**config.mk**
```make
export PLATFORM = sky130hd
export DESIGN_NAME = bpi_ctrl
export DESIGN_NICKNAME = d
export VERILOG_FILES = /design/src/bpi_pkg.sv /design/src/bpi_blink_if.sv /design/src/bpi_ctrl.sv /design/src/bpi_blink.sv
export VERILOG_INCLUDE_DIRS = /design/src
export SDC_FILE = /design/constraint.sdc
export NUM_CORES = 1
export LEC_CHECK = 0
export ABC_CLOCK_PERIOD_IN_PS = 5700
export BUFFER_PORTS_ARGS = -buffer_cell sky130_fd_sc_hd__buf_2
export CAP_MARGIN = 20
export CORE_ASPECT_RATIO = 0.7
export CORE_MARGIN = 5
export CORE_UTILIZATION = 55
export CTS_CLUSTER_SIZE = 16
export DETAILED_ROUTE_END_ITERATION = 6
export HOLD_SLACK_MARGIN = 0.02
export PLACE_DENSITY = 0.95
export SETUP_SLACK_MARGIN = 0.05
export SYNTH_ARGS = -nofsm -noshare
export SYNTH_HDL_FRONTEND = slang
export SYNTH_HIERARCHICAL = 1
export SYNTH_SLANG_ARGS = --single-unit
export TNS_END_PERCENT = 10
```
**constraint.sdc**
```tcl
create_clock -name clk -period 5.7 [get_ports clk]
set_input_delay 1.14 -clock clk [delete_from_list [all_inputs] [get_ports clk]]
set_output_delay 1.14 -clock clk [all_outputs]
set_load 0.03 [all_outputs]
```
**src/bpi_consts.svh**
```systemverilog
// Purpose: Timing counts and fixed thresholds of the pack supervisor controller.
// Assumes: 25 MHz system clock; lamp tick of 0.25 s.
// Notes: Counts measured in ticks are based on the 0.25 s lamp tick.
`ifndef BPI_CONSTS_SVH
`define BPI_CONSTS_SVH
// ************************************************************
// Clock and tick
// ************************************************************
`define BPI_CLK_HZ 25000000
`define BPI_TICK_MS 250
`define BPI_TICK_CYC ((`BPI_CLK_HZ / 1000) * `BPI_TICK_MS)
`define BPI_TICKS_PER_S 4
// ************************************************************
// Long timers in ticks
// ************************************************************
`define BPI_DAY_H 24
`define BPI_DAY_TICKS (`BPI_DAY_H * 3600 * `BPI_TICKS_PER_S)
`define BPI_COMM_MIN 1
`define BPI_COMM_TICKS (`BPI_COMM_MIN * 60 * `BPI_TICKS_PER_S)
`define BPI_HOLD_S 6
`define BPI_HOLD_TICKS (`BPI_HOLD_S * `BPI_TICKS_PER_S)
// ************************************************************
// Fixed thresholds
// ************************************************************
`define BPI_HALF_V_MV 17'h001F4
`define BPI_SOC_RELEASE 7'h60
`define BPI_SOC_Q1 7'h19
`define BPI_SOC_Q2 7'h32
`define BPI_SOC_Q3 7'h4B
`endif

```
**src/bpi_pkg.sv**
```systemverilog
// Purpose: Types shared by the pack supervisor controller.
// Assumes: Nothing beyond the constants header.
// Notes: Operating modes only.
package bpi_pkg;
    typedef enum logic [1:0] {
        BPI_OFF,
        BPI_STANDBY,
        BPI_CHARGE,
        BPI_DISCHARGE
    } bpi_mode_t;
endpackage : bpi_pkg

```
**src/bpi_blink_if.sv**
```systemverilog
// Purpose: Carries the common tick and blink patterns to the controller.
// Assumes: Single clock domain.
// Notes: All signals are driven by the pattern generator.
`timescale 1ns/1ns
interface bpi_blink_if;
    logic tick;
    logic blink_slow_beacon;
    logic blink_fast_even;
    logic blink_medium;
    modport gen (output tick, output blink_slow_beacon, output blink_fast_even,
        output blink_medium);
    modport use_side (input tick, input blink_slow_beacon, input blink_fast_even,
        input blink_medium);
endinterface : bpi_blink_if

```
**src/bpi_ctrl.sv**
```systemverilog
// Purpose: Protection states, operating mode and lamp drive of a pack supervisor.
// Assumes: Measurements come from logic on clk; button and switch are raw pins.
// Notes: Voltages in mV, currents in the caller's unit, charge level in percent.
// Overview of operation
// - Patterns: beacon 0.25/3.75 s, even 0.5/0.5 s, medium 0.5/1.5 s.
// - Discharging: run lamp medium blink, alarm dark, level lamps steady.
// - Discharge protection stops discharge, alarm only; sleep after 24 h without charger.
// - Button boot with no protection active enters standby.
// - Standby shows run lamp, both paths enabled.
// - Any cell above cell overcharge threshold disables charging.
// - Cell overcharge clears below recovery with level under 96%, or on discharge.
// - Pack above pack overcharge threshold disables charging.
// - Pack overcharge clears below recovery with level under 96%.
// - Any cell below cell over-discharge threshold disables discharging.
// - Pack below pack over-discharge threshold disables discharging.
// - After over-discharge, keep communication one minute, then power down.
// - Charging releases over-discharge; button reboots and re-checks.
// - Charge overcurrent held for delay, without current limiting, disables charging.
// - Charge overcurrent recovers after delay and re-measures; discharge clears it.
// - Discharge overcurrent held for delay disables discharging.
// - Discharge overcurrent recovers after delay and re-measures; charging clears it.
// - Transient overcurrent latches after a count; only reboot or charging clears.
// - Charging when charger exceeds pack by 0.5 V and current is effective.
// - Shutdown after 24 h standby, undervoltage, or button or switch command.
// - Lamps: one run, one alarm, four level lamps.
`timescale 1ns/1ns
`include "bpi_consts.svh"
module bpi_ctrl #(
    parameter int VW = 16,
    parameter int IW = 16,
    parameter int TICK_CYC = `BPI_TICK_CYC,
    parameter int DAY_TICKS = `BPI_DAY_TICKS,
    parameter int COMM_TICKS = `BPI_COMM_TICKS,
    parameter int HOLD_TICKS = `BPI_HOLD_TICKS,
    parameter int OC_DLY_TICKS = 4,
    parameter int OC_REC_TICKS = 40,
    parameter int TRANS_COUNT = 3
) (
    input wire logic clk,
    input wire logic rst_n,
    input wire logic button,
    input wire logic ext_switch,
    input wire logic [VW-1:0] cell_v_max,
    input wire logic [VW-1:0] cell_v_min,
    input wire logic [VW-1:0] pack_v,
    input wire logic [VW-1:0] charger_v,
    input wire logic [IW-1:0] chg_i,
    input wire logic [IW-1:0] dsg_i,
    input wire logic [6:0] soc,
    input wire logic [VW-1:0] cell_ovc_th,
    input wire logic [VW-1:0] cell_ovc_rec,
    input wire logic [VW-1:0] pack_ovc_th,
    input wire logic [VW-1:0] pack_ovc_rec,
    input wire logic [VW-1:0] cell_uv_th,
    input wire logic [VW-1:0] pack_uv_th,
    input wire logic [IW-1:0] chg_oc_th,
    input wire logic [IW-1:0] dsg_oc_th,
    input wire logic [IW-1:0] trans_oc_th,
    input wire logic [IW-1:0] eff_chg_i,
    input wire logic [IW-1:0] eff_dsg_i,
    input wire logic chg_limit_en,
    output bpi_pkg::bpi_mode_t mode,
    output logic chg_en,
    output logic dsg_en,
    output logic comm_alive,
    output logic run_lamp,
    output logic alarm_lamp,
    output logic [3:0] level_lamp,
    output logic [6:0] prot_flags
);
    import bpi_pkg::*;
    localparam int DW = $clog2(DAY_TICKS + 2);
    localparam int OW = $clog2(OC_DLY_TICKS + OC_REC_TICKS + 2);
    bpi_blink_if bl ();
    bpi_blink #(.TICK_CYC(TICK_CYC)) u_blink (.clk(clk), .rst_n(rst_n), .bus(bl.gen));
    // ************************************************************
    // Pin synchronisers, button and switch
    // ************************************************************
    logic [1:0] pin_in, s1_reg, s2_reg, s3_reg, lvl_reg, lvl_d_reg;
    assign pin_in = {ext_switch, button};
    // A level counts once the second and third stages agree.
    for (genvar g = 0; g < 2; g++) begin : g_sync
        always_ff @(posedge clk or negedge rst_n) begin
            if (!rst_n) begin
                s1_reg[g] <= 1'b0;
                s2_reg[g] <= 1'b0;
                s3_reg[g] <= 1'b0;
                lvl_reg[g] <= 1'b0;
                lvl_d_reg[g] <= 1'b0;
            end else begin
                s1_reg[g] <= pin_in[g];
                s2_reg[g] <= s1_reg[g];
                s3_reg[g] <= s2_reg[g];
                lvl_reg[g] <= (s2_reg[g] == s3_reg[g]) ? s3_reg[g] : lvl_reg[g];
                lvl_d_reg[g] <= lvl_reg[g];
            end
        end
    end
    logic btn_rise, sw_rise, sw_fall, hold_long;
    logic [5:0] hold_reg;
    assign btn_rise = lvl_reg[0] & ~lvl_d_reg[0];
    assign sw_rise = lvl_reg[1] & ~lvl_d_reg[1];
    assign sw_fall = ~lvl_reg[1] & lvl_d_reg[1];
    assign hold_long = (hold_reg == 6'(HOLD_TICKS));
    // Held button time in ticks; saturates so one hold gives one command.
    always_ff @(posedge clk or negedge rst_n) begin
        if (!rst_n) begin
            hold_reg <= 6'h00;
        end else if (!lvl_reg[0]) begin
            hold_reg <= 6'h00;
        end else if (bl.tick && !hold_long) begin
            hold_reg <= hold_reg + 6'h01;
        end
    end
    // ************************************************************
    // Detection terms
    // ************************************************************
    logic charger_on, charging_det, dsg_det, on, uv_any, dprot, boot_clr;
    logic ovc_reg, ovp_reg, uvc_reg, uvp_reg, occ_reg, ocd_reg, ocl_reg, boot_reg;
    bpi_mode_t mode_reg, mode_next;
    assign charger_on = {1'b0, charger_v} > ({1'b0, pack_v} + `BPI_HALF_V_MV);
    assign charging_det = charger_on && (chg_i >= eff_chg_i);
    assign dsg_det = dsg_i >= eff_dsg_i;
    assign on = (mode_reg != BPI_OFF);
    assign uv_any = uvc_reg | uvp_reg;
    assign dprot = ocd_reg | ocl_reg;
    assign boot_clr = btn_rise | sw_rise;
    // ************************************************************
    // Protection flags: the set term is last, so it wins over a clear
    // ************************************************************
    always_ff @(posedge clk or negedge rst_n) begin
        if (!rst_n) begin
            ovc_reg <= 1'b0;
            ovp_reg <= 1'b0;
            uvc_reg <= 1'b0;
            uvp_reg <= 1'b0;
        end else begin
            if ((cell_v_max < cell_ovc_rec && soc < `BPI_SOC_RELEASE) || dsg_det) begin
                ovc_reg <= 1'b0;
            end
            if (cell_v_max > cell_ovc_th) begin
                ovc_reg <= 1'b1;
            end
            if (pack_v < pack_ovc_rec && soc < `BPI_SOC_RELEASE) begin
                ovp_reg <= 1'b0;
            end
            if (pack_v > pack_ovc_th) begin
                ovp_reg <= 1'b1;
            end
            if (charging_det || boot_clr) begin
                uvc_reg <= 1'b0;
                uvp_reg <= 1'b0;
            end
            if (cell_v_min < cell_uv_th) begin
                uvc_reg <= 1'b1;
            end
            if (pack_v < pack_uv_th) begin
                uvp_reg <= 1'b1;
            end
        end
    end
    // ************************************************************
    // Overcurrent stages: count delay while over, then recovery delay
    // ************************************************************
    logic [OW-1:0] occ_cnt_reg, ocd_cnt_reg;
    logic occ_over, ocd_over, occ_dly_done, ocd_dly_done, occ_rec_done, ocd_rec_done;
    logic trans_over, trans_d_reg, trans_evt, trans_hit;
    logic [3:0] trans_cnt_reg;
    assign occ_over = !chg_limit_en && (chg_i > chg_oc_th);
    assign ocd_over = dsg_i > dsg_oc_th;
    assign occ_dly_done = (occ_cnt_reg == OW'(OC_DLY_TICKS));
    assign ocd_dly_done = (ocd_cnt_reg == OW'(OC_DLY_TICKS));
    assign occ_rec_done = (occ_cnt_reg == OW'(OC_REC_TICKS));
    assign ocd_rec_done = (ocd_cnt_reg == OW'(OC_REC_TICKS));
    assign trans_over = dsg_i > trans_oc_th;
    assign trans_evt = trans_over && !trans_d_reg;
    assign trans_hit = trans_evt && (trans_cnt_reg == 4'(TRANS_COUNT - 1));
    // After recovery the normal detection re-measures the current from zero.
    always_ff @(posedge clk or negedge rst_n) begin
        if (!rst_n) begin
            occ_cnt_reg <= '0;
            occ_reg <= 1'b0;
        end else if (occ_reg) begin
            occ_cnt_reg <= bl.tick ? occ_cnt_reg + 1'b1 : occ_cnt_reg;
            if (occ_rec_done || dsg_det) begin
                occ_reg <= 1'b0;
                occ_cnt_reg <= '0;
            end
        end else if (!occ_over) begin
            occ_cnt_reg <= '0;
        end else if (occ_dly_done) begin
            occ_reg <= 1'b1;
            occ_cnt_reg <= '0;
        end else begin
            occ_cnt_reg <= bl.tick ? occ_cnt_reg + 1'b1 : occ_cnt_reg;
        end
    end
    always_ff @(posedge clk or negedge rst_n) begin
        if (!rst_n) begin
            ocd_cnt_reg <= '0;
            ocd_reg <= 1'b0;
        end else if (ocd_reg) begin
            ocd_cnt_reg <= bl.tick ? ocd_cnt_reg + 1'b1 : ocd_cnt_reg;
            if (ocd_rec_done || charging_det) begin
                ocd_reg <= 1'b0;
                ocd_cnt_reg <= '0;
            end
        end else if (!ocd_over) begin
            ocd_cnt_reg <= '0;
        end else if (ocd_dly_done) begin
            ocd_reg <= 1'b1;
            ocd_cnt_reg <= '0;
        end else begin
            ocd_cnt_reg <= bl.tick ? ocd_cnt_reg + 1'b1 : ocd_cnt_reg;
        end
    end
    // Transient events are counted on their rising edge; the latch has no timer and wins
    // over a clear that lands in the same cycle.
    always_ff @(posedge clk or negedge rst_n) begin
        if (!rst_n) begin
            trans_d_reg <= 1'b0;
            trans_cnt_reg <= 4'h0;
            ocl_reg <= 1'b0;
        end else begin
            trans_d_reg <= trans_over;
            if (boot_clr || charging_det) begin
                trans_cnt_reg <= 4'h0;
                ocl_reg <= 1'b0;
            end else if (trans_evt) begin
                trans_cnt_reg <= trans_hit ? 4'h0 : trans_cnt_reg + 4'h1;
            end
            if (trans_hit) begin
                ocl_reg <= 1'b1;
            end
        end
    end
    // ************************************************************
    // Operating mode and its timers
    // ************************************************************
    logic [DW-1:0] idle_reg;
    logic [8:0] comm_reg;
    logic idle_run, idle_done, comm_done, shut_req, prot_any;
    assign prot_any = ovc_reg | ovp_reg | uv_any | occ_reg | dprot;
    assign idle_run = (mode_reg == BPI_STANDBY) || (dprot && !charger_on);
    assign idle_done = (idle_reg == DW'(DAY_TICKS));
    assign comm_done = (comm_reg == 9'(COMM_TICKS));
    assign shut_req = hold_long || sw_fall || idle_done || comm_done;
    // Both timers run in ticks and only while the unit is on.
    always_ff @(posedge clk or negedge rst_n) begin
        if (!rst_n) begin
            idle_reg <= '0;
            comm_reg <= 9'h000;
        end else begin
            idle_reg <= (!on || !idle_run) ? '0 : idle_reg + DW'(bl.tick);
            comm_reg <= (!on || !uv_any) ? 9'h000 : comm_reg + 9'(bl.tick);
        end
    end
    // Boot waits one cycle so flags cleared by the press can re-detect first.
    always_comb begin
        mode_next = mode_reg;
        if (!on) begin
            if (charging_det) begin
                mode_next = BPI_CHARGE;
            end else if (boot_reg && !prot_any) begin
                mode_next = BPI_STANDBY;
            end
        end else if (shut_req) begin
            mode_next = BPI_OFF;
        end else if (charging_det) begin
            mode_next = BPI_CHARGE;
        end else if (dsg_det) begin
            mode_next = BPI_DISCHARGE;
        end else begin
            mode_next = BPI_STANDBY;
        end
    end
    always_ff @(posedge clk or negedge rst_n) begin
        if (!rst_n) begin
            mode_reg <= BPI_OFF;
            boot_reg <= 1'b0;
        end else begin
            mode_reg <= mode_next;
            boot_reg <= !on && btn_rise;
        end
    end
    // ************************************************************
    // Lamp selection and path enables
    // ************************************************************
    logic [2:0] lvl_n;
    logic [3:0] steady, chg_lvl, lamp_lvl;
    logic lamp_run, lamp_alarm;
    assign lvl_n = (soc < `BPI_SOC_Q1) ? 3'h1 : (soc < `BPI_SOC_Q2) ? 3'h2 :
        (soc < `BPI_SOC_Q3) ? 3'h3 : 3'h4;
    for (genvar k = 0; k < 4; k++) begin : g_lvl
        assign steady[k] = (3'(k) < lvl_n);
        assign chg_lvl[k] = (3'(k) + 3'h1 == lvl_n) ? bl.blink_fast_even : steady[k];
    end
    // Over-discharge and discharge faults override the mode outside charging.
    always_comb begin
        lamp_run = 1'b0;
        lamp_alarm = 1'b0;
        lamp_lvl = 4'h0;
        unique case (mode_reg)
            BPI_OFF: begin
                lamp_run = 1'b0;
            end
            BPI_STANDBY: begin
                lamp_run = 1'b1;
                lamp_lvl = steady;
            end
            BPI_CHARGE: begin
                lamp_run = 1'b1;
                lamp_alarm = occ_reg & bl.blink_slow_beacon;
                lamp_lvl = chg_lvl;
            end
            BPI_DISCHARGE: begin
                lamp_run = bl.blink_medium;
                lamp_lvl = steady;
            end
        endcase
        if (on && mode_reg != BPI_CHARGE && uv_any) begin
            lamp_run = 1'b0;
            lamp_lvl = 4'h0;
        end else if (on && mode_reg != BPI_CHARGE && dprot) begin
            lamp_run = 1'b0;
            lamp_alarm = 1'b1;
            lamp_lvl = 4'h0;
        end
    end
    always_ff @(posedge clk or negedge rst_n) begin
        if (!rst_n) begin
            chg_en <= 1'b0;
            dsg_en <= 1'b0;
            comm_alive <= 1'b0;
            run_lamp <= 1'b0;
            alarm_lamp <= 1'b0;
            level_lamp <= 4'h0;
            prot_flags <= 7'h00;
        end else begin
            chg_en <= on && !(ovc_reg || ovp_reg || occ_reg);
            dsg_en <= on && !(uv_any || dprot);
            comm_alive <= on && uv_any;
            run_lamp <= lamp_run;
            alarm_lamp <= lamp_alarm;
            level_lamp <= lamp_lvl;
            prot_flags <= {ocl_reg, ocd_reg, occ_reg, uvp_reg, uvc_reg, ovp_reg, ovc_reg};
        end
    end
    assign mode = mode_reg;
endmodule : bpi_ctrl

```
**src/bpi_blink.sv**
```systemverilog
// Purpose: Lamp pattern generator with a shared 0.25 s tick.
// Assumes: TICK_CYC clock cycles per tick.
// Notes: All patterns come from one phase counter so lamps stay aligned.
`timescale 1ns/1ns
`include "bpi_consts.svh"
module bpi_blink #(
    parameter int TICK_CYC = `BPI_TICK_CYC
) (
    input wire logic clk,
    input wire logic rst_n,
    bpi_blink_if.gen bus
);
    import bpi_pkg::*;
    localparam int CW = $clog2(TICK_CYC + 1);
    logic [CW-1:0] div_reg;
    logic [3:0] phase_reg;
    logic tick_reg;
    logic wrap;
    // ************************************************************
    // Tick divider and 4 s phase counter
    // ************************************************************
    assign wrap = (div_reg == CW'(TICK_CYC - 1));
    // The phase advances once per tick; one lap is sixteen quarter seconds.
    always_ff @(posedge clk or negedge rst_n) begin
        if (!rst_n) begin
            div_reg <= '0;
            phase_reg <= 4'h0;
            tick_reg <= 1'b0;
        end else begin
            div_reg <= wrap ? '0 : div_reg + 1'b1;
            tick_reg <= wrap;
            if (tick_reg) begin
                phase_reg <= phase_reg + 4'h1;
            end
        end
    end
    // Lit 0.25 of 4 s, 0.5 of 1 s, and 0.5 of 2 s.
    assign bus.tick = tick_reg;
    assign bus.blink_slow_beacon = (phase_reg == 4'h0);
    assign bus.blink_fast_even = ~phase_reg[1];
    assign bus.blink_medium = (phase_reg[2:0] < 3'h2);
endmodule : bpi_blink

```
; ---- Word-level counts from Yosys, hierarchy flattened
; Cells that the tools add are included.
[word_totals]
out_inout_bits = 18
inputBits = 284
ff_bits = 115
word_cells = 208
[classes]
reduce_logical = 51
n_bitwise = 15
add_sub_neg = 9
magnitude_cmp = 21
n_eq_ne = 20
n_mux = 56
[ops]
columns = cell, count
row1 = > comparator 16 bit, 5
row2 = two-way mux 6 bit, 12
row3 = less-than comparator 16 bit, 4
row4 = greater-or-equal comparator 16 bit, 2
row5 = two-way mux 1 bit, 25
row6 = adder 23 x 1 -> 23 bit (second input constant), 1
row7 = equality test 23 bit (second input constant), 1
row8 = two-way mux 23 bit, 1
row9 = two-way mux 4 bit, 5
row10 = adder 19 x 1 -> 19 bit, 1
row11 = equality test 19 bit (second input constant), 1
row12 = two-way mux 19 bit, 1
row13 = adder 6 x 1 -> 6 bit (second input constant), 3
row14 = adder 16 x 9 -> 17 bit (second input constant), 1
row15 = > comparator 16 x 17 -> 1 bit, 1
row16 = logical AND 1 bit, 16
row17 = less-than comparator 7 bit (second input constant), 2
row18 = nonzero test 2 bit, 7
row19 = logical OR 1 bit, 13
row20 = equality test 6 x 3 -> 1 bit (second input constant), 2
row21 = equality test 6 bit (second input constant), 2
row22 = two-way mux 2 bit, 6
row23 = logical NOT 1 bit, 10
row24 = adder 9 x 1 -> 9 bit, 1
row25 = other kinds (28), 49

; ---- Depth between registers and ports, before layout
[logic_depth]
depth_word = 9
ltp_mapped = 14
mapped_depth_nobuf = 13

; ---- By module
; The synthesis kept the hierarchy.
[modules_own_cells]
columns = module, area_each_um2, cells_per_inst, seq_area_each_um2, instances
row1 = bpi_ctrl, 9017.4, 1064, 2177.1, 1
row2 = bpi_blink, 1398.8, 133, 700.7, 1

; ---- Worst setup path after synthesis
; No wires, ideal clock.
[synth_path]
kind = input to register
start = input pack_v[6]
end = register idle_reg[16]
arrival_time_ns = 3.789
t_required_ns = 5.623
n_path_buf = 1
path_stages = 14
setup_time_ns = 0.077
path_slack_ns = 1.833
cell_sequence = or3_4 a21oi_1 nand2_1 and2_1 nand2_1 xor2_1 ha_1 and3_1 a2111oi_0 o21a_1 a311o_4 o221ai_4 buf_6 a21oi_1
[synth_via]
elab_chain_len = 8
[synth_rtl]
columns = item, line_no
row1 = start: declaration, bpi_ctrl.sv:45  ; input wire logic [VW-1:0] pack_v,
row2 = adder 16 x 9 -> 17 bit (no line), -
row3 = > comparator 16 x 17 -> 1 bit, bpi_ctrl.sv:121  ; assign charger_on = {1'b0, charger_v} > ({1'b0, pack_v} + `BPI_HALF_V_MV);
row4 = logical NOT 1 bit, bpi_ctrl.sv:244  ; assign idle_run = (mode_reg == BPI_STANDBY) || (dprot && !charger_on);
row5 = logical AND 1 bit, bpi_ctrl.sv:244
row6 = logical OR 1 bit, bpi_ctrl.sv:244
row7 = logical NOT 1 bit, bpi_ctrl.sv:254  ; idle_reg <= (!on || !idle_run) ? '0 : idle_reg + DW'(bl.tick);
row8 = logical OR 1 bit, bpi_ctrl.sv:254
row9 = two-way mux 19 bit, bpi_ctrl.sv:254
row10 = end signal: assignment, bpi_ctrl.sv:254
row11 = end: declaration, bpi_ctrl.sv:240  ; logic [DW-1:0] idle_reg;
; Every way passes these cells.
; A chain may end at the register's enable or synchronous reset.

; ---- Worst setup path in the final report
[layout_path]
start = input pack_v[6]
end = register idle_reg[1]
; Same word-level chain as after synthesis.

==> reports/summary.txt <==
Min cycle time layout: 4110 ps
Die Width: 174 um
R2R Path End: idle_reg[18]$_DFF_PN0_
WHS Endpoint: s2_reg[1]$_DFF_PN0_
Io pins: 302
Post-Syn Nets: 1689
Routed Antenna Nets: 0
Cells after Synth: 1197
HP Start: s1_reg[1]$_DFF_PN0_
Max Slew Vio Count: 0
Grt total ovfl: 0
First-pass GRT wire length: 51000 um
Mapped Area: 0.0104 sq mm
Final Util: 0.683
TritonCTS Buffers: 17
Ys async rst share: 1.00
CORE AREA: 0.0188 sq mm
Std cell rows: 42
Worst setup EP type: flip-flop
CTS clk-pin slew, worst paths: 50 ps
Final hold vios: 0
Clk buf depth: 2
Number of flops mapped to enable cells by yosys: 0
Skew final: 9.72 ps
Synth Register Bits: 115
Worst-path cell chain: buf_2 -> or3_4 -> a21oi_1 -> nand2_1 -> and2_1 -> nand2_1 -> xor2_1 -> ha_1 -> and3_1 -> o21ai_0 -> o21a_1 -> a311o_4 -> o221ai_4 -> a21boi_0
CTS tree: built
Vias/cell: 5.74
Arrival time of the worst setup path: 4350 ps
Setup tns final: 0 ps
Final net count: 2002
Routed WL: 31800 um
Worst Path Buf+Inv: 1
Largest net degree at the start of global routing: 73
DR vias: 10100
Critical path's top delay family: compound AO/OA/AOI/OAI gates
Worst Path Max Fanout: 19
Pin slew with the least headroom to its limit: 928 ps
First-pass DRT Iterations: 5
Peak VDD IR: 0.251 mV
Outcome: completed
Startpoint types: input port
RSZ-0062 raised after global routing: no
Die area: 0.0218 sq mm
Delay of the slowest critical-path stage: 470 ps
Hold Path Cell Cnt: 0
Layout area overhead: 23.1%
Post-route DRC: 0
Most frequent cell on the critical path: nand2_1
Syn avg cell area: 8.70 sq um
Skew-Pair Late Insertion Delay: 410 ps
Max FFs per register: 23
Avg WL per Cell: 18.0 um
Hpwl dp: 25300 um
CTS sink count: 115
RD Place Congestion: 0.988
Cts repair resizes: 0
Max Cap Violations: 0
Critical path class: input port to flip-flop
Critical path's slowest cell: o221ai_4
Initial antenna violation count: 0
GRT Total Usage: 0.283
RR Startpoint: u_blink/bus.tick$_DFF_PN0_
Yosys warnings: 6
Max-slew headroom: 0.381
Die H: 125 um
Main synth FF type: dfrtp_1
Multi-input logic area: 0.00674 sq mm
Yosys cell types: 68
CTS Root Cell: clkbuf_16
Post-CTS Hold Buffers: 0
Highest Clock Rate: 243 MHz
Setup-failing EPs final: 0
Most frequent cells in the layout: 300 x buf_2, 208 x ha_1, 200 x inv_1
Vias in the first global route: 10300
Pwr dens: 215 mW/mm^2
DRT iter0 DRCs: 752
Worst min path class: flip-flop to flip-flop
R2R cell count: 9
LEAKAGE: 7.03 nW
CP required: 5940 ps
Seq/Total Area, Yosys: 0.276
H-tree levels: 4
Register area: 0.00288 sq mm
Most common cell after layout, fill and taps aside: buf_2
R2R Setup Slk: 3210 ps
Final period util: 0.721
Setup bufs post-CTS: 0
Layout cell share with drive strength beyond 1: 0.230
# port buffers: 301
Initial Util: 0.555
Fill cells: 1402
==> synth_stat cells (all sizes together) (3+ instances only) <==
master | count | area share
nor2b | 11 | 0.0066
nor4 | 11 | 0.0066
nor3 | 26 | 0.015
o31ai | 7 | 0.0064
nor2 | 50 | 0.018
a2111oi | 3 | 0.0025
a21boi | 4 | 0.0029
xor2 | 23 | 0.019
and4 | 8 | 0.0070
nor4b | 5 | 0.0042
o21ai | 64 | 0.031
or4 | 7 | 0.0054
nand2 | 61 | 0.022
o22ai | 7 | 0.0042
clkbuf | 6 | 0.0025
and3 | 17 | 0.010
a21oi | 81 | 0.039
or3 | 11 | 0.0076
a211o | 3 | 0.0025
o21bai | 3 | 0.0022
inv | 200 | 0.072
nand2b | 20 | 0.012
and2 | 11 | 0.0066
a211oi | 11 | 0.0079
nand3 | 42 | 0.020
buf | 3 | 0.0025
o21a | 8 | 0.0058
nand4 | 47 | 0.029
dfrtp | 115 | 0.28
ha | 208 | 0.25
xnor2 | 43 | 0.036
o211ai | 10 | 0.0072
a21o | 38 | 0.027
==> worst register-to-register path, cell delays in order (launching register included) <==
cell and delay (ps):
dfrtp_1 330, buf_4 290, ha_1 270, ha_1 200
nand3_1 140, or3_1 420, nor4_1 330, nand3_1 150
xor2_1 170, a21oi_1 60
==> where the power goes <==
group	leakage (nW)	switching (mW)	internal (mW)
registers	1.53	0.0332	0.858
clock network	0.314	0.374	0.763
logic	5.18	0.440	0.291
==> routing by layer <==
metal | track usage | up-vias | part of all wire
met4 | 0.0758 | 0 | 0.024
met3 | 0.0483 | 70 | 0.069
met1 | 0.370 | 4724 | 0.43
met5 | 0 | - | 0
met2 | 0.490 | 464 | 0.48
li1 | - | 4874 | -
==> how the worst max path moves through the flow <==
| stage | cells after the start | endpoint | from |
|---|---|---|---|
| 6_report | 14 | idle_reg[1]$_DFF_PN0_ | pack_v[6] |
| 3_3_place_gp | 14 | idle_reg[1]$_DFF_PN0_ | pack_v[6] |
| 2_1_floorplan | 14 | idle_reg[16]$_DFF_PN0_ | pack_v[6] |
| 3_5_place_dp | 14 | idle_reg[1]$_DFF_PN0_ | pack_v[6] |
| 4_1_cts | 14 | idle_reg[1]$_DFF_PN0_ | pack_v[6] |
| 5_1_grt | 14 | idle_reg[1]$_DFF_PN0_ | pack_v[6] |
==> per-stage QoR <==
| step | area, sq um | worst slack, ps | power, mW | instances | hold slack (ps) |
|---|---|---|---|---|---|
| after floorplan | 10400 | 1830 | 1.32 | 1197 | 331 |
| after global placement | 12200 | 1380 | 1.59 | 1733 | 335 |
| after detailed placement | 12200 | 1200 | 1.62 | 1733 | 336 |
| after CTS | 12800 | 1620 | 2.76 | 1765 | 354 |
| after global routing | 12800 | 1390 | 2.89 | 1765 | 368 |
| final | 12800 | 1590 | 2.76 | 1766 | 353 |
==> logic make-up after synthesis <==
family          after synthesis  share of synthesized area
flops                       115                      0.276
simple gates                334                      0.176
mux                           1                   0.000961
xor+xnor                     66                     0.0555
buf+inv                     209                     0.0771
fa+ha+maj                   210                      0.252
compound gates              262                      0.163
==> layout make-up <==
class | instances | share of cell area
multi-input cells | 873 | 0.525
well taps | 242 | 0.0236
clock buffers | 22 | 0.0370
diodes | 1 | 0.000195
clock inverters | 10 | 0.0120
flip-flops and latches | 115 | 0.224
repair buffers | 303 | 0.119
inverters | 200 | 0.0586
(Power assumes the default switching activity.)
